**config.mk**
```make
export PLATFORM = sky130hd
export DESIGN_NAME = adc_serial_readout
export DESIGN_NICKNAME = d
export VERILOG_FILES = /design/src/common/adc_readout_pkg.sv /design/src/rtl/adc_serial_readout.sv /design/src/rtl/sample_fifo.sv
export VERILOG_INCLUDE_DIRS = /design/src /design/src/common
export SDC_FILE = /design/constraint.sdc
export NUM_CORES = 1
export LEC_CHECK = 0
export BUFFER_PORTS_ARGS = -buffer_cell sky130_fd_sc_hd__buf_2
export CORE_MARGIN = 2
export CORE_UTILIZATION = 62
export DETAILED_ROUTE_END_ITERATION = 10
export PLACE_DENSITY = 0.79
export SLEW_MARGIN = 20
export SYNTH_ARGS = -nofsm -noshare
export SYNTH_HDL_FRONTEND = slang
export SYNTH_HIERARCHICAL = 1
export SYNTH_SLANG_ARGS = --single-unit
```
**constraint.sdc**
```tcl
create_clock -name clk -period 3.5 [get_ports clk]
set_clock_uncertainty 0.1 [all_clocks]
set_input_delay 0.525 -clock clk [delete_from_list [all_inputs] [get_ports clk]]
set_output_delay 0.525 -clock clk [all_outputs]
set_load 0.02 [all_outputs]
```
**src/common/adc_readout_params.svh**
```systemverilog
// Purpose: constants for the serial conversion readout block
// Assumes: included by its bare name from the design files
// Notes:   widths and counts are fixed; the package holds the types
//
// Behaviour
// - select low runs, select high powers down
// - select falling edge starts new conversion
// - frame: four nulls, twelve bits, MSB first
// - output changes on falling clock, host samples rising
// - result is twelve-bit two's complement difference
// - serial clock shifts data and times conversion
`ifndef ADC_READOUT_PARAMS_SVH
`define ADC_READOUT_PARAMS_SVH

// ****************************************************************
// frame layout
// ****************************************************************
`define DATA_BITS       12
`define NULL_BITS       4
`define FRAME_BITS      16
`define FRAME_LAST      4'hf
`define NULL_LAST       4'h3
`define CNT_RESET       4'h0
`define WORD_RESET      12'h000
`define SHIFT_RESET     16'h0000

// ****************************************************************
// buffering and timing
// ****************************************************************
`define FIFO_DEPTH      16
`define CLK_PERIOD_NS   10
`define SCLK_MAX_MHZ    16
`define SCLK_MIN_MHZ    8

`endif

```
**src/common/adc_readout_pkg.sv**
```systemverilog
// Purpose: types shared by the serial conversion readout block
// Assumes: nothing imported; users write adc_readout_pkg::name
// Notes:   state codes are gray along power-down, shift, hold
package adc_readout_pkg;

	// ****************************************************************
	// conversion sequencer states
	// ****************************************************************
	typedef enum logic [1:0] {
		POWER_DOWN = 2'b00, // select high, output floating
		SHIFTING   = 2'b01, // frame in progress
		HOLDING    = 2'b11  // frame complete, waiting for select high
	} conv_state_t;

endpackage

```
**src/rtl/adc_serial_readout.sv**
```systemverilog
// Purpose: device-side serial readout and conversion sequencer
// Assumes: select and serial clock are pins, sampled by clk (100 MHz)
// Notes:   samples arrive through a FIFO and are taken at frame start
`timescale 1ns/1ps
`include "adc_readout_params.svh"

module adc_serial_readout (
	input  wire logic                  clk,          // system clock
	input  wire logic                  rst,          // async reset, high
	input  wire logic                  cs_n,         // conversion select pin
	input  wire logic                  sclk,         // serial clock pin
	output logic                       dout,         // serial data out
	output logic                       dout_oe_n,    // output enable, low
	input  wire logic [`DATA_BITS-1:0] sample_data,  // signed difference
	input  wire logic                  sample_valid, // sample offered
	output logic                       sample_ready, // FIFO has room
	output logic                       power_down,   // power-down mode
	output logic                       conv_busy,    // frame in progress
	output logic                       underrun      // last frame had no
	                                                 // fresh sample
);

	// ****************************************************************
	// declarations
	// ****************************************************************
	logic                  cs_n_meta_q;   // first sync stage
	logic                  cs_n_sync_q;   // second sync stage
	logic                  cs_n_prev_q;   // delayed for edge detect
	logic                  sclk_meta_q;   // first sync stage
	logic                  sclk_sync_q;   // second sync stage
	logic                  sclk_prev_q;   // delayed for edge detect
	logic                  cs_fall;       // select went low
	logic                  sclk_fall;     // serial clock fell
	logic                  active;        // select held low
	adc_readout_pkg::conv_state_t state_q; // sequencer state
	adc_readout_pkg::conv_state_t state_d; // next state
	logic [3:0]            bit_cnt_q;     // index of bit on the line
	logic [`DATA_BITS-1:0] word_q;        // sample being converted
	logic [`FRAME_BITS-1:0] shift_q;      // outgoing frame
	logic                  dout_q;        // registered data pin
	logic                  dout_oe_n_q;   // registered enable pin
	logic                  power_down_q;  // registered mode flag
	logic                  underrun_q;    // stale sample flag
	logic [`DATA_BITS-1:0] fifo_data;     // FIFO head word
	logic                  fifo_valid;    // FIFO not empty
	logic                  fifo_take;     // pop at frame start
	logic [`DATA_BITS-1:0] next_word;     // word for the new frame

	// ****************************************************************
	// pin synchronisers
	// ****************************************************************
	// select pin: two stages before any logic looks at it
	always_ff @(posedge clk or posedge rst) begin
		if (rst) begin
			cs_n_meta_q <= 1'b1;
			cs_n_sync_q <= 1'b1;
			cs_n_prev_q <= 1'b1;
		end else begin
			cs_n_meta_q <= cs_n;
			cs_n_sync_q <= cs_n_meta_q;
			cs_n_prev_q <= cs_n_sync_q;
		end
	end

	// serial clock pin: sampled, at 16 MHz that gives six samples a period
	always_ff @(posedge clk or posedge rst) begin
		if (rst) begin
			sclk_meta_q <= 1'b0;
			sclk_sync_q <= 1'b0;
			sclk_prev_q <= 1'b0;
		end else begin
			sclk_meta_q <= sclk;
			sclk_sync_q <= sclk_meta_q;
			sclk_prev_q <= sclk_sync_q;
		end
	end

	// edges are taken from the second stage and its delayed copy only
	assign cs_fall   = cs_n_prev_q && !cs_n_sync_q;
	assign sclk_fall = sclk_prev_q && !sclk_sync_q;
	assign active    = !cs_n_sync_q;

	// ****************************************************************
	// sample buffer
	// ****************************************************************
	// the front end is held off when all sixteen words are waiting
	sample_fifo #(
		.WIDTH (`DATA_BITS),
		.DEPTH (`FIFO_DEPTH)
	) u_fifo (
		.clk       (clk),
		.rst       (rst),
		.in_data   (sample_data),
		.in_valid  (sample_valid),
		.in_ready  (sample_ready),
		.out_data  (fifo_data),
		.out_valid (fifo_valid),
		.out_ready (fifo_take)
	);

	// one word per frame; drained only at conversion start
	assign fifo_take = cs_fall;
	// with no fresh word the previous sample is converted again
	assign next_word = fifo_valid ? fifo_data : word_q;

	// ****************************************************************
	// sequencer
	// ****************************************************************
	// next state; a new fall of select restarts from any state
	always_comb begin
		state_d = state_q;
		case (state_q)
			adc_readout_pkg::POWER_DOWN: begin
				if (cs_fall) begin
					state_d = adc_readout_pkg::SHIFTING;
				end
			end
			adc_readout_pkg::SHIFTING: begin
				if (!active) begin
					// frame aborted early, back to power-down
					state_d = adc_readout_pkg::POWER_DOWN;
				end else if (sclk_fall && bit_cnt_q == `FRAME_LAST) begin
					state_d = adc_readout_pkg::HOLDING;
				end
			end
			adc_readout_pkg::HOLDING: begin
				if (!active) begin
					state_d = adc_readout_pkg::POWER_DOWN;
				end
			end
			default: begin
				state_d = adc_readout_pkg::POWER_DOWN;
			end
		endcase
		if (cs_fall) begin
			state_d = adc_readout_pkg::SHIFTING;
		end
	end

	// state register
	always_ff @(posedge clk or posedge rst) begin
		if (rst) begin
			state_q <= adc_readout_pkg::POWER_DOWN;
		end else begin
			state_q <= state_d;
		end
	end

	// bit index: the serial clock is the only conversion timebase
	always_ff @(posedge clk or posedge rst) begin
		if (rst) begin
			bit_cnt_q <= `CNT_RESET;
		end else if (cs_fall) begin
			bit_cnt_q <= `CNT_RESET;
		end else if (state_q == adc_readout_pkg::SHIFTING && sclk_fall &&
			bit_cnt_q != `FRAME_LAST) begin
			bit_cnt_q <= bit_cnt_q + 4'h1;
		end
	end

	// sample capture at conversion start
	always_ff @(posedge clk or posedge rst) begin
		if (rst) begin
			word_q <= `WORD_RESET;
		end else if (cs_fall) begin
			word_q <= next_word;
		end
	end

	// stale-sample flag, refreshed each frame
	always_ff @(posedge clk or posedge rst) begin
		if (rst) begin
			underrun_q <= 1'b0;
		end else if (cs_fall) begin
			underrun_q <= !fifo_valid;
		end
	end

	// ****************************************************************
	// serial output
	// ****************************************************************
	// frame is nulls then the two's-complement word, MSB first
	always_ff @(posedge clk or posedge rst) begin
		if (rst) begin
			shift_q <= `SHIFT_RESET;
		end else if (cs_fall) begin
			shift_q <= {{`NULL_BITS{1'b0}}, next_word};
		end else if (state_q == adc_readout_pkg::SHIFTING && active &&
			sclk_fall) begin
			shift_q <= {shift_q[`FRAME_BITS-2:0], 1'b0};
		end
	end

	// data pin: first null appears at select fall, next bits on sclk falls;
	// past the last bit the line reads zero; value held while floating
	always_ff @(posedge clk or posedge rst) begin
		if (rst) begin
			dout_q <= 1'b0;
		end else if (cs_fall) begin
			dout_q <= 1'b0;
		end else if (state_q == adc_readout_pkg::SHIFTING && active &&
			sclk_fall) begin
			dout_q <= shift_q[`FRAME_BITS-2];
		end
	end

	// enable pin is active low; the line floats whenever select is high
	always_ff @(posedge clk or posedge rst) begin
		if (rst) begin
			dout_oe_n_q <= 1'b1;
		end else begin
			dout_oe_n_q <= cs_n_sync_q;
		end
	end

	// power-down follows select directly
	always_ff @(posedge clk or posedge rst) begin
		if (rst) begin
			power_down_q <= 1'b1;
		end else begin
			power_down_q <= cs_n_sync_q;
		end
	end

	assign dout       = dout_q;
	assign dout_oe_n  = dout_oe_n_q;
	assign power_down = power_down_q;
	assign conv_busy  = (state_q == adc_readout_pkg::SHIFTING);
	assign underrun   = underrun_q;

	// ****************************************************************
	// checks
	// ****************************************************************
	AST_PD_MODE: assert property (
		@(posedge clk) disable iff (rst)
		$rose(cs_n_sync_q) |=> power_down_q &&
			state_q == adc_readout_pkg::POWER_DOWN)
		else $error("select high did not enter power-down");

	AST_START: assert property (
		@(posedge clk) disable iff (rst)
		cs_fall |=> state_q == adc_readout_pkg::SHIFTING &&
			bit_cnt_q == `CNT_RESET && !power_down_q)
		else $error("select fall did not start a conversion");

	AST_NULLS: assert property (
		@(posedge clk) disable iff (rst)
		(state_q == adc_readout_pkg::SHIFTING &&
			bit_cnt_q <= `NULL_LAST) |-> !dout_q)
		else $error("null bit not zero");

	AST_MSB: assert property (
		@(posedge clk) disable iff (rst)
		(state_q == adc_readout_pkg::SHIFTING && active && !cs_fall &&
			sclk_fall && bit_cnt_q == `NULL_LAST) |=>
			dout_q == word_q[`DATA_BITS-1])
		else $error("sign bit not first after nulls");

	AST_FALL_ONLY: assert property (
		@(posedge clk) disable iff (rst)
		(!sclk_fall && !cs_fall) |=> $stable(dout_q))
		else $error("data changed without a falling clock");

	AST_COUNT: assert property (
		@(posedge clk) disable iff (rst)
		(state_q == adc_readout_pkg::SHIFTING && !cs_fall && sclk_fall &&
			bit_cnt_q != `FRAME_LAST) |=>
			bit_cnt_q == $past(bit_cnt_q) + 4'h1)
		else $error("bit index did not follow serial clock");

	AST_DONE: assert property (
		@(posedge clk) disable iff (rst)
		(state_q == adc_readout_pkg::SHIFTING && active && !cs_fall &&
			sclk_fall && bit_cnt_q == `FRAME_LAST) |=>
			state_q == adc_readout_pkg::HOLDING)
		else $error("frame did not end after sixteen bits");

	AST_HIZ: assert property (
		@(posedge clk) disable iff (rst)
		cs_n_sync_q |=> dout_oe_n_q)
		else $error("output driven while select high");

endmodule

```
**src/rtl/sample_fifo.sv**
```systemverilog
// Purpose: small synchronous FIFO for converted sample words
// Assumes: single clock, asynchronous active-high reset
// Notes:   in_ready low when full, out_valid low when empty
`timescale 1ns/1ps
`include "adc_readout_params.svh"

module sample_fifo #(
	parameter int WIDTH = `DATA_BITS,  // word width
	parameter int DEPTH = `FIFO_DEPTH  // number of words
) (
	input  wire logic             clk,       // system clock
	input  wire logic             rst,       // async reset, active high
	input  wire logic [WIDTH-1:0] in_data,   // word to store
	input  wire logic             in_valid,  // in_data is offered
	output logic                  in_ready,  // room for a word
	output logic      [WIDTH-1:0] out_data,  // oldest word
	output logic                  out_valid, // a word is stored
	input  wire logic             out_ready  // consumer takes the word
);

	localparam int AW = $clog2(DEPTH);

	logic [WIDTH-1:0] mem [DEPTH];   // storage array
	logic [AW:0]      wr_ptr_q;      // write pointer with wrap bit
	logic [AW:0]      rd_ptr_q;      // read pointer with wrap bit
	logic             push;          // word accepted this cycle
	logic             pop;           // word removed this cycle

	// ****************************************************************
	// flags
	// ****************************************************************
	// full when pointers differ only in the wrap bit
	assign in_ready  = !((wr_ptr_q[AW] != rd_ptr_q[AW]) &&
		(wr_ptr_q[AW-1:0] == rd_ptr_q[AW-1:0]));
	assign out_valid = (wr_ptr_q != rd_ptr_q);
	assign push      = in_valid && in_ready;
	assign pop       = out_valid && out_ready;
	assign out_data  = mem[rd_ptr_q[AW-1:0]];

	// storage write; no reset needed, valid words are tracked by pointers
	always_ff @(posedge clk) begin
		if (push) begin
			mem[wr_ptr_q[AW-1:0]] <= in_data;
		end
	end

	// write pointer
	always_ff @(posedge clk or posedge rst) begin
		if (rst) begin
			wr_ptr_q <= '0;
		end else if (push) begin
			wr_ptr_q <= wr_ptr_q + 1'b1;
		end
	end

	// read pointer
	always_ff @(posedge clk or posedge rst) begin
		if (rst) begin
			rd_ptr_q <= '0;
		end else if (pop) begin
			rd_ptr_q <= rd_ptr_q + 1'b1;
		end
	end

endmodule
```
## After elaboration in Yosys (flattened, before gate mapping)

Memories as Yosys holds them, arrays and structs flattened.
Index checks and enable logic that the tools add are counted.

- Register bits: 51
- Latch bits: 0
- RAM bits: 192
- Memory bits (read-only): 0
- Input bits: 17
- Output and inout port bits: 6
- Word-level logic and storage cells: 60
- Memories: 1

- Add/subtract/negate cells: 3
- $mul: 0
- Div/mod/pow operators: 0
- Order comparisons: 0
- Equal/unequal tests: 10
- Shifts and indexed selects: 0
- Multiplexer cells: 14
- Bitwise gates (word level): 0
- Reductions and logical operators: 18

Memory list:

| name | depth | bits a word | rd ports | clocked after Yosys merged registers in | wr ports | RTL line | source |
|---|---|---|---|---|---|---|---|
| u_fifo.mem | 16 | 12 | 1 | 0 | 1 | sample_fifo.sv:23 | `logic [WIDTH-1:0] mem [DEPTH];` |

Operators by type and width:

| operator | number |
|---|---|
| $mux 15 | 2 |
| $mux 12 | 1 |
| $add 5x1->5 const B | 2 |
| $logic_and 1x1->1 | 10 |
| $mux 2 | 4 |
| $mux 4 | 2 |
| $pmux 2 s3 | 1 |
| $ne 5x5->1 | 1 |
| $add 4x1->4 const B | 1 |
| $eq 4x4->1 | 1 |
| $eq 4x4->1 const B | 1 |
| $logic_not 1->1 | 4 |
| $mux 1 | 4 |
| $ne 4x1->1 const B | 1 |
| $ne 4x4->1 const B | 1 |
| $reduce_bool 2->1 | 2 |
| $ne 3x2->1 const B | 1 |
| $reduce_and 3->1 | 1 |
| $eq 2x1->1 const B | 1 |
| $eq 2x2->1 const B | 1 |
| $logic_not 2->1 | 1 |
| $ne 2x1->1 const B | 1 |
| $ne 1x1->1 | 1 |

## Logic depth before layout (Yosys ltp)

Gate-level depths: netlist (run 1).

- Word-level depth: 7
- Depth in mapped cells: 9
- Gate-level depth less buffers: 6

## By module

Netlist (run 1), hierarchy kept.

Modules (own cells, without submodules):

| module | instances | cells each | area an instance (um^2) | seq. area each (um^2) |
|---|---|---|---|---|
| sample_fifo | 1 | 382 | 7932.6 | 6015.8 |
| adc_serial_readout | 1 | 140 | 1890.6 | 1029.7 |

## Worst setup path before layout (run 1)

OpenSTA, ideal clock, no wires.

- Path type: flip-flop to flip-flop
- Start point: register u_fifo.rd_ptr_q[1]
- End point: register shift_q[2]
- Setup time: 125 ps
- Data arrival time: 2207 ps
- Required time: 3275 ps
- Slack: 1068 ps
- Cell stages (with the launch flop): 9
- Path buffers: 2
- Period minus slack after synthesis: 2432 ps
- Cells stage by stage: dfrtp_1 > buf_2 > buf_4 > mux4_2 > a22oi_1 > nand2_1 > mux2_2 > mux2_1 > mux2_2

- Cells in the longest elaborated chain, start to end: 3
- Elaborated cells between the ends (all ways): 4
- Those cells by class: eq/ne: 1; mux: 2; memory: 1

Ends and longest elaborated chain:

| what | RTL line | source |
|---|---|---|
| from (decl) | sample_fifo.sv:25 | `logic [AW:0] rd_ptr_q;` |
| from (signal assigned) | sample_fifo.sv:61 | `rd_ptr_q <= rd_ptr_q + 1'b1;` |
| $mem_v2 16x12 | -- |  |
| named net fifo_data[2] | adc_serial_readout.sv:44 | `` logic [`DATA_BITS-1:0] fifo_data; `` |
| $mux 12 | adc_serial_readout.sv:104 | `assign next_word = fifo_valid ? fifo_data : word_q;` |
| $mux 15 | adc_serial_readout.sv:186 | `end else if (cs_fall) begin` |
| to (signal assigned) | adc_serial_readout.sv:185 | `` shift_q <= `SHIFT_RESET; `` |
| to (signal assigned) | adc_serial_readout.sv:187 | `` shift_q <= {{`NULL_BITS{1'b0}}, next_word}; `` |
| to (signal assigned) | adc_serial_readout.sv:190 | `` shift_q <= {shift_q[`FRAME_BITS-2:0], 1'b0}; `` |
| to (decl) | adc_serial_readout.sv:39 | `` logic [`FRAME_BITS-1:0] shift_q; `` |

The timed path passes the listed nets, and every way through them passes these cells.
A chain may end at the register's enable or synchronous reset.

## Worst setup path in the final report (run 1)

- Start point: register u_fifo.rd_ptr_q[1]
- End point: output sample_ready

- Cells in the longest elaborated chain, start to end: 3

Ends and longest elaborated chain:

| what | RTL line | source |
|---|---|---|
| $eq 4x4->1 | sample_fifo.sv:34 | `(wr_ptr_q[AW-1:0] == rd_ptr_q[AW-1:0]));` |
| $logic_and 1x1->1 | sample_fifo.sv:33 | `assign in_ready = !((wr_ptr_q[AW] != rd_ptr_q[AW]) &&` |
| $logic_not 1->1 | sample_fifo.sv:33 |  |
| to (decl) | adc_serial_readout.sv:16 | `output logic sample_ready,` |

No other way between the ends.

==> metrics, run 1 <==
share of the synthesized area in the top cell type 58.7%; critical path fanouts, max 20; TritonCTS clock tree yes; top cells by area, synth edfxtp_1 (59%), dfrtp_1 (12%), mux4_2 (11%); routed via count 4,971; CORE AREA 15,700 um^2; P_int 6310 uW; DR iter-0 viols 475; Setup Crit Path Kind register to output port; Clock Latency Late Sink 0.52 ns; fmax 310 MHz; Cell variety after synth 52; antenna fix cells 0; Seq/Total Area, Yosys 71.7%; Syn Nets 545; Seq pwr share 43.8%; final wirelength 20,100 um; worst-margin pin slew 0.716 ns; WL/cell 24.9 um; Die H 130 um; H-tree Lvls 1; Starting Density 62.7%; Clock transition at path regs 0.06 ns; post-synth top area cell edfxtp_1; IO Port Bufs 22; max cap viols 0; layout cells sized above 1 28.8%; Post-synth ARST share 21.0%; class of the worst hold path input port to register; Post-synth EDFFs 192; multi-input logic area 2550 um^2; Seq cells post-synth 243; Peak VDD IR 0.436 mV; status finished clean; Top Family by Delay on Critical Path flip-flops; critical path arrival 2.60 ns; Root Driver clkbuf_16; Clk network pwr share 28.2%; Vias/cell 6.17; GP Congestion 0.811; largest net degree at the start of global routing 36; sw frac 29.9%; Layout area overhead 12.6%; Combinational Power Share 28.1%; drt drc 0; CP startpoint kind register; leakage power total 0.00394 uW; top post-synthesis cells by count edfxtp_1 (192), dfrtp_1 (48), mux4_2 (48); crit-path cells buf_4 -> xnor2_1 -> nand4_2 -> buf_4 -> nor2_2 -> inv_1 -> buf_2; most common cell in the netlist edfxtp_1; slowest stage delay, CP 0.81 ns; Nets 598; worst hold start sclk; Critical Path RT 2.87 ns; vias in the first global route 5,169; Yosys Warn Count 6; Slew Limit Headroom 52.3%; Tcrit/Tclk final 92.1%; Cell Area, Synth 9820 um^2; antenna violations before repair 0; Final ANT Viol Nets 0; TritonCTS buffer count 25; syn avg cell area 18.8 um^2; Tmin final 3.22 ns; switching power total 2700 uW; Syn Inst Count 522; GRT overflow 0; Pins Over Slew Limit 0; CP startpoint u_fifo/rd_ptr_q[1]$_DFFE_PP0P_; global-route wire length before repair 30,600 um; Synth Flop Type edfxtp_1; Sum Neg Setup Slack 0 ns; Setup crit end kind output port; endpoints failing hold 0; Pre-Repair DR Iteration Count 5; IO Count 23; die footprint 16,900 um^2; die width 130 um; clk sinks 243; unrepaired setup endpoints after global routing no; crit path buf inv count 4; Fin Hold WS 0.0166 ns; final HPWL from detailed placement 12,200 um; clk buf depth 3; GRT Total Usage 25.2%; Core Util, Final 70.7%; fillcell total 984; Crit-path slowest cell dfrtp_2; CP most frequent cell buf_4; pwr dens 815 nW/um^2; final setup vio count 0; Crit Reg-Reg Startpoint u_fifo/rd_ptr_q[1]$_DFFE_PP0P_; Reg area 7050 um^2; placement row count 46
[per-layer routing]
layer,track usage [%],part of all wire (%),vias to the layer above,wire length [um]
li1,-,-,2164,-
met1,35.1,39,2573,7920
met2,42.4,51,202,10200
met3,4.55,8.0,32,1610
met4,6.14,1.8,0,367
met5,0,0,-,0
[layout by cell type, fill, tap and decap left out, drive strengths merged, types with 2 or more instances in the layout]
cell type	Yosys	layout
nand2	24	24
xnor2	11	11
inv	17	17
nor2	23	23
clkbuf	5	35
mux4	48	48
nand4	3	3
dfstp	3	3
dfrtp	48	48
nor3	4	4
dlygate4sd3	0	2
o211ai	3	3
o21ai	7	7
and3	3	3
a21oi	5	5
mux2i	23	23
mux2	28	28
o311ai	3	3
ha	6	6
edfxtp	192	192
clkinv	0	5
nor2b	5	5
a22oi	24	24
buf	21	50
bufinv	0	2
nand2b	2	2
[metrics by stage]
stage	total power, uW	cell area (um^2)	worst slack, ns	std cells
final	9010	11100	0.277	806
after global routing	9400	11100	0.116	806
after CTS	9040	11100	0.250	806
after detailed placement	6490	10300	0.622	762
after global placement	6380	10300	0.672	762
after floorplan	5760	9820	1.07	522
[cell families (layout without fill, tap and decap cells)]
logic type | Yosys count | after routing | share of synthesized area [%]
compound gates | 47 | 47 | 3.48
xor+xnor | 12 | 12 | 1.15
fa+ha+maj | 6 | 6 | 0.764
buf+inv | 43 | 111 | 2.43
flops | 243 | 243 | 71.7
mux | 99 | 99 | 16.6
simple gates | 72 | 72 | 3.82
[cell type report]
type / instances / area share (%)
Tap cell: 216 / 2.44
Clock inverter: 7 / 0.747
Timing Repair Buffer: 52 / 3.19
Multi-Input combinational cell: 236 / 23.0
Clock buffer: 35 / 6.28
Inverter: 17 / 0.577
Sequential cell: 243 / 63.7
[worst reg2reg max path, cell delays in order, from the launching register on]
cell and delay (ns):
dfrtp_2 0.81, buf_12 0.29, mux4_2 0.52, a22oi_1 0.28, nand2_1 0.21, mux2_2 0.32, mux2i_1 0.14, mux2i_1 0.09
[timing repair]
item	CTS	global route
hold buffers	2	0
buffers inserted	0	0
hold endpoints to repair	14	0
resized for setup	0	0
[sequential cells by signal, indices dropped and copies added (netlist names), 2 cells and up]
signal / flops
word_q: 12
u_fifo/rd_ptr_q: 5
shift_q: 15
u_fifo/mem: 192
state_q: 2
u_fifo/wr_ptr_q: 5
bit_cnt_q: 4
[power groups by stage]
stage                     combinational (uW)  sequential (uW)  clock, uW
after detailed placement                2500             3990          0
after CTS                               2530             3950       2570
after floorplan                         1990             3770          0
after global routing                    2710             4000       2690
final                                   2530             3940       2540
after global placement                  2420             3960          0
[path summary, 6_finish.rpt]
check	slack, ns	to	depth (start not counted)
setup / recovery	0.28	sample_ready	7
hold / removal	0.02	sclk_meta_q$_DFF_PP0_	1
setup reg to reg	0.59	shift_q[4]$_DFFE_PP0P_	7
hold reg to reg	0.26	cs_n_sync_q$_DFF_PP1_	0
max in group asynchronous	2.19	shift_q[14]$_DFFE_PP0P_	4
min in group asynchronous	0.40	sclk_sync_q$_DFF_PP0_	3
Power figures use the tool's default switching activity.
==> inputs of run 2 (changes only) <==
Settings changed: SYNTH_HIERARCHICAL 1 to not set.
==> metrics, run 2 <==
Cell variety after synth 44 (-15%); CORE AREA 15,300 um^2 (-2.2%); Clock transition at path regs 0.06 ns (about the same); WHS Path Cells 1 (unchanged); fmax 354 MHz (+14%); Slew Limit Headroom 34.4% (-18 points); most frequent cells in the layout edfxtp_1 (192), mux2i_1 (61), dfrtp_1 (47); antenna fix cells 0 (unchanged); pwr dens 801 nW/um^2 (-1.6%); critical path arrival 2.87 ns (+0.27 ns); Seq/Total Area, Yosys 71.9% (+0.16 points); clk buf depth 3 (unchanged); H-tree Lvls 1 (unchanged); Layout area overhead 11.1%; fillcell total 963 (-2.1%); critical path fanouts, max 12 (-40%); status finished clean; post-synth top area cell edfxtp_1; Die H 130 um (-0.11%); endpoints failing hold 0 (unchanged); final wirelength 19,700 um (-2.1%); Syn Nets 586 (+7.5%); Worst Reg-to-Reg Cells 5 (-2); Setup Crit Path Kind register to register; DR iter-0 viols 548 (+15%); Root Driver clkbuf_16; Fin Hold WS 0.00513 ns (-0.0115 ns); antenna violations before repair 0 (unchanged); Tcrit/Tclk final 80.7% (-11 points); Pre-Repair DR Iteration Count 5 (unchanged); top cells by area, synth edfxtp_1 (59%), dfrtp_1 (12%), mux2i_1 (6.2%); class of the worst hold path input port to register; Final ANT Viol Nets 0 (unchanged); final HPWL from detailed placement 11,900 um (-3.2%); IO Port Bufs 22 (unchanged); Clock Latency Late Sink 0.53 ns (about the same); max cap viols 0 (unchanged); share of the synthesized area in the top cell type 58.8% (+0.13 points); Syn Inst Count 563 (+7.9%); Peak VDD IR 0.478 mV (+9.8%); largest net degree at the start of global routing 76 (+110%); TritonCTS buffer count 25 (unchanged); post-CTS setup buffer count 0 (unchanged); final setup vio count 0 (unchanged); Starting Density 64.0% (+1.2 points); IO Count 23 (unchanged); Setup crit end kind register; worst-margin pin slew 0.982 ns (+0.267 ns); worst slack, placed 0.698 ns (+0.0766 ns); Post-Place Cells 784 (+2.9%); Synth Flop Type edfxtp_1; clk sinks 243 (unchanged); leakage power total 0.00405 uW (+2.6%); GRT overflow 0 (unchanged); Post-synth ARST share 21.0% (unchanged); Sum Neg Setup Slack 0 ns (unchanged); most common cell in the netlist edfxtp_1; GP Congestion 0.823 (+1.5%); worst setup margin 0.675 ns (+0.399 ns); drt drc 0 (unchanged); layout cells sized above 1 18.3% (-11 points); syn avg cell area 17.4 um^2 (-7.5%); Tmin final 2.82 ns (-0.399 ns); Vias/cell 6.20 (+0.51%); Cell Area, Synth 9800 um^2 (-0.23%); CTS resizes 0 (unchanged); placement row count 45 (-2.2%); Post-synth EDFFs 192 (unchanged); routed via count 5,145 (+3.5%); Yosys Warn Count 0 (-6); Nets 623 (+4.2%); total power 8720 uW (-3.2%); vias in the first global route 5,176 (+0.14%); Critical Path RT 3.55 ns (+0.68 ns); top post-synthesis cells by count edfxtp_1 (192), mux2i_1 (61), dfrtp_1 (48); TritonCTS clock tree yes; final cell count without fillers 830 (+3.0%); max reg flops 192 (unchanged); Seq cells post-synth 243 (unchanged); CP startpoint kind register; Hold Buf Count CTS 0 (-2); GRT Total Usage 24.4% (-0.85 points); unrepaired setup endpoints after global routing no; global-route wire length before repair 30,000 um (-1.9%); commonest non-fill, non-tap cell in the layout edfxtp_1; die width 130 um (-0.11%); die footprint 16,800 um^2 (-0.22%); WL/cell 23.7 um (-5.0%); Pins Over Slew Limit 0 (unchanged)
run 2: kinds of logic (layout without fill, tap and decap cells):
| logic type | Yosys count | count (layout) | share of synthesized area [%] |
|---|---|---|---|
| AO/OA/AOI/OAI | 95 | 95 | 7.17 |
| flip-flops | 243 | 243 | 71.9 |
| adder cells (fa/ha/maj) | 6 | 6 | 0.766 |
| AND/OR/NAND/NOR | 80 | 80 | 3.89 |
| buffers and inverters | 36 | 92 | 2.63 |
| multiplexers | 86 | 86 | 12.1 |
| XOR/XNOR | 17 | 17 | 1.52 |
run 2: final cells by class:
cell class	instances	area [um^2]	share of cell area, %
multi-input cells	284	2520	23.1
well taps	211	264	2.43
clock inverters	14	118	1.08
inverters	5	18.8	0.172
repair buffers	41	265	2.44
clock buffers	32	652	5.99
flip-flops and latches	243	7050	64.8
run 2: per-stage QoR:
step | cell area [um^2] | util, %
after global placement | 10100 | 66.0
after detailed placement | 10100 | 66.0
after floorplan | 9800 | -
after global routing | 10900 | 71.1
final | 10900 | 71.1
after CTS | 10900 | 71.1
run 2: where the power goes:
| group | internal [uW] | leakage, uW | switching (uW) |
|---|---|---|---|
| Combinational | 972 | 0.00132 | 1430 |
| Clock | 1460 | 0.000374 | 1050 |
| Sequential | 3560 | 0.00236 | 243 |
run 2: worst max-delay path, cell delays in order (launching register included):
cell and delay, ns:
dfrtp_1 0.62, xor2_1 0.32, nor4_4 0.10, a21boi_2 0.37
nand2_1 0.21, nor3_2 0.73
run 2: worst paths after layout:
| path | start | to | slack, ns |
|---|---|---|---|
| setup / recovery | u_fifo.wr_ptr_q[2]$_DFFE_PP0P_ | u_fifo.mem[0][1]$_DFFE_PP_ | 0.68 |
| setup reg to reg | u_fifo.wr_ptr_q[2]$_DFFE_PP0P_ | u_fifo.mem[0][1]$_DFFE_PP_ | 0.68 |
| min in group asynchronous | rst | shift_q[3]$_DFFE_PP0P_ | 0.07 |
| max in group asynchronous | rst | power_down$_DFF_PP1_ | 2.48 |
| hold reg to reg | sclk_meta_q$_DFF_PP0_ | sclk_sync_q$_DFF_PP0_ | 0.25 |
| hold / removal | cs_n | cs_n_meta_q$_DFF_PP1_ | 0.005 |
run 2: metal layers:
metal	GRT usage (%)	up-vias	routed length, um
li1	-	2276	-
met1	35.6	2615	8420
met2	37.6	204	9140
met3	4.88	50	1420
met4	8.48	0	671
met5	0	-	0
==> inputs of run 3 (changes only) <==
Settings changed: CORE_UTILIZATION 62 to 56, PLACE_DENSITY 0.79 to 0.75.
Clock period 3.5 ns to 2.5 ns, I/O delays scaled along.
==> metrics, run 3 (synthesis results as in run 2) <==
status finished clean; GRT overflow 0 (unchanged); Critical Path RT 2.03 ns (-1.52 ns); Peak VDD IR 0.699 mV (+46%); vias in the first global route 5,205 (+0.56%); class of the worst hold path input port to register; final cell count without fillers 858 (+3.4%); most frequent cells in the layout edfxtp_1 (192), mux2i_1 (61), dfrtp_1 (47); TritonCTS buffer count 24 (-4.0%); unrepaired setup endpoints after global routing no; final HPWL from detailed placement 12,500 um (+5.6%); Clk network pwr share 27.2% (-1.6 points); Nets 638 (+2.4%); IO Count 23 (unchanged); Starting Density 57.1% (-6.9 points); die width 136 um (+5.1%); Layout area overhead 12.5%; Sum Neg Setup Slack 0 ns (unchanged); die footprint 18,600 um^2 (+10%); Tcrit/Tclk final 97.1%; Clock Latency Late Sink 0.52 ns (about the same); Tmin final 2.43 ns; dpl cell area 10,200 um^2 (+1.3%); drt drc 0 (unchanged); global-route wire length before repair 30,300 um (+0.99%); Die H 136 um (+5.1%); routed via count 5,186 (+0.80%); Setup crit end kind output port; Slew Limit Headroom 55.8% (+21 points); critical path fanouts, max 3 (-9); leakage power total 0.00412 uW (+1.8%); placement row count 48 (+6.7%); worst-margin pin slew 0.663 ns (-0.319 ns); CORE AREA 17,200 um^2 (+12%); Vias/cell 6.04 (-2.5%); max reg flops 192 (unchanged); largest net degree at the start of global routing 48 (-37%); Finished Cell Area 11,000 um^2 (+1.3%); Final ANT Viol Nets 0 (unchanged); commonest non-fill, non-tap cell in the layout edfxtp_1; Combinational Power Share 29.3% (+1.8 points); Clock transition at path regs 0.06 ns (about the same); IO Port Bufs 22 (unchanged); switching power total 3760 uW (+38%); H-tree Lvls 1 (unchanged); GP Congestion 0.832 (+1.2%); CP startpoint kind register; Setup Crit Path Kind register to output port; Seq pwr share 43.6% (about the same); clk buf depth 3 (unchanged); pwr dens 1100 nW/um^2 (+37%); worst slack, placed 0.195 ns (-0.503 ns); GRT Total Usage 22.2% (-2.1 points); fmax 412 MHz; worst setup margin 0.0725 ns (-0.603 ns); Pins Over Slew Limit 0 (unchanged); WL/cell 22.9 um (-3.1%); Root Driver clkbuf_16; sw frac 31.0% (-0.26 points); P_int 8370 uW (+40%); reg2reg setup slack 0.17 ns (-0.51 ns); clk sinks 243 (unchanged); antenna fix cells 0 (unchanged); max cap viols 0 (unchanged); layout cells sized above 1 20.2% (+2.0 points); Pre-Repair DR Iteration Count 5 (unchanged); DR iter-0 viols 454 (-17%); critical path arrival 1.95 ns (-0.92 ns); final setup vio count 0 (unchanged); endpoints failing hold 0 (unchanged); Post-Place Cells 808 (+3.1%); TritonCTS clock tree yes; final wirelength 19,700 um (+0.17%); antenna violations before repair 0 (unchanged)
run 3: cell count changes in the layout (fill, tap and decap cells not counted), moves of 3 or more:
cell / before / now
buf_4: 18 / 29
clkinv_1: 8 / 4
clkinv_2: 2 / 6
buf_12: 1 / 4
dlygate4sd3_1: 0 / 3
run 3: through the flow:
step	util, %	total power [uW]	hold WS [ns]
finish	64.2	12100	0.162
global route	64.2	12700	0.163
CTS	64.0	12200	0.156
detailed placement	59.6	8860	0.161
global placement	59.6	8720	0.157
floorplan	-	7900	0.231
run 3: final timing paths:
check	from	endpoint	cells past startpoint
setup / recovery	u_fifo.rd_ptr_q[2]$_DFFE_PP0P_	sample_ready	5
hold / removal	sample_data[5]	u_fifo.mem[8][5]$_DFFE_PP_	1
setup reg to reg	u_fifo.rd_ptr_q[1]$_DFFE_PP0P_	u_fifo.mem[7][5]$_DFFE_PP_	6
hold reg to reg	sclk_meta_q$_DFF_PP0_	sclk_sync_q$_DFF_PP0_	0
max in group asynchronous	rst	power_down$_DFF_PP1_	4
min in group asynchronous	rst	shift_q[13]$_DFFE_PP0P_	3
run 3: layout make-up:
class	instances	area, um^2
clock inverter	13	98.8
tap	225	282
fill	1217	6150
multi-input combinational	284	2520
clock buffer	31	627
inverter	5	18.8
sequential	243	7050
timing repair buffer	57	433
run 3: power by group through the flow:
stage	clock network, uW	logic [uW]	registers [uW]
2_1_floorplan	0	2650	5250
3_3_place_gp	0	3400	5320
3_5_place_dp	0	3490	5360
4_1_cts	3360	3510	5290
5_1_grt	3500	3830	5340
6_report	3290	3550	5280
run 3: critical path: stages (launching register included):
cell,delay [ns]
dfrtp_4,0.49
xor2_1,0.19
nor4_4,0.34
buf_4,0.18
nand2_1,0.07
buf_4,0.18
run 3: per-layer routing:
| metal | global-route usage [%] | vias to the layer above | wire length, um |
|---|---|---|---|
| met5 | 0 | - | 0 |
| met4 | 5.90 | 0 | 401 |
| met3 | 4.21 | 25 | 1110 |
| met2 | 35.8 | 181 | 9660 |
| met1 | 31.6 | 2682 | 8510 |
| li1 | - | 2298 | - |
run 3: timing repair:
| item | in CTS | in global routing |
|---|---|---|
| buffers inserted | 0 | 3 |
| endpoints found under the hold margin | 52 | 0 |
| hold buffers | 3 | 0 |
| setup endpoints to repair | 0 | 1 |
| resized for setup | 0 | 1 |
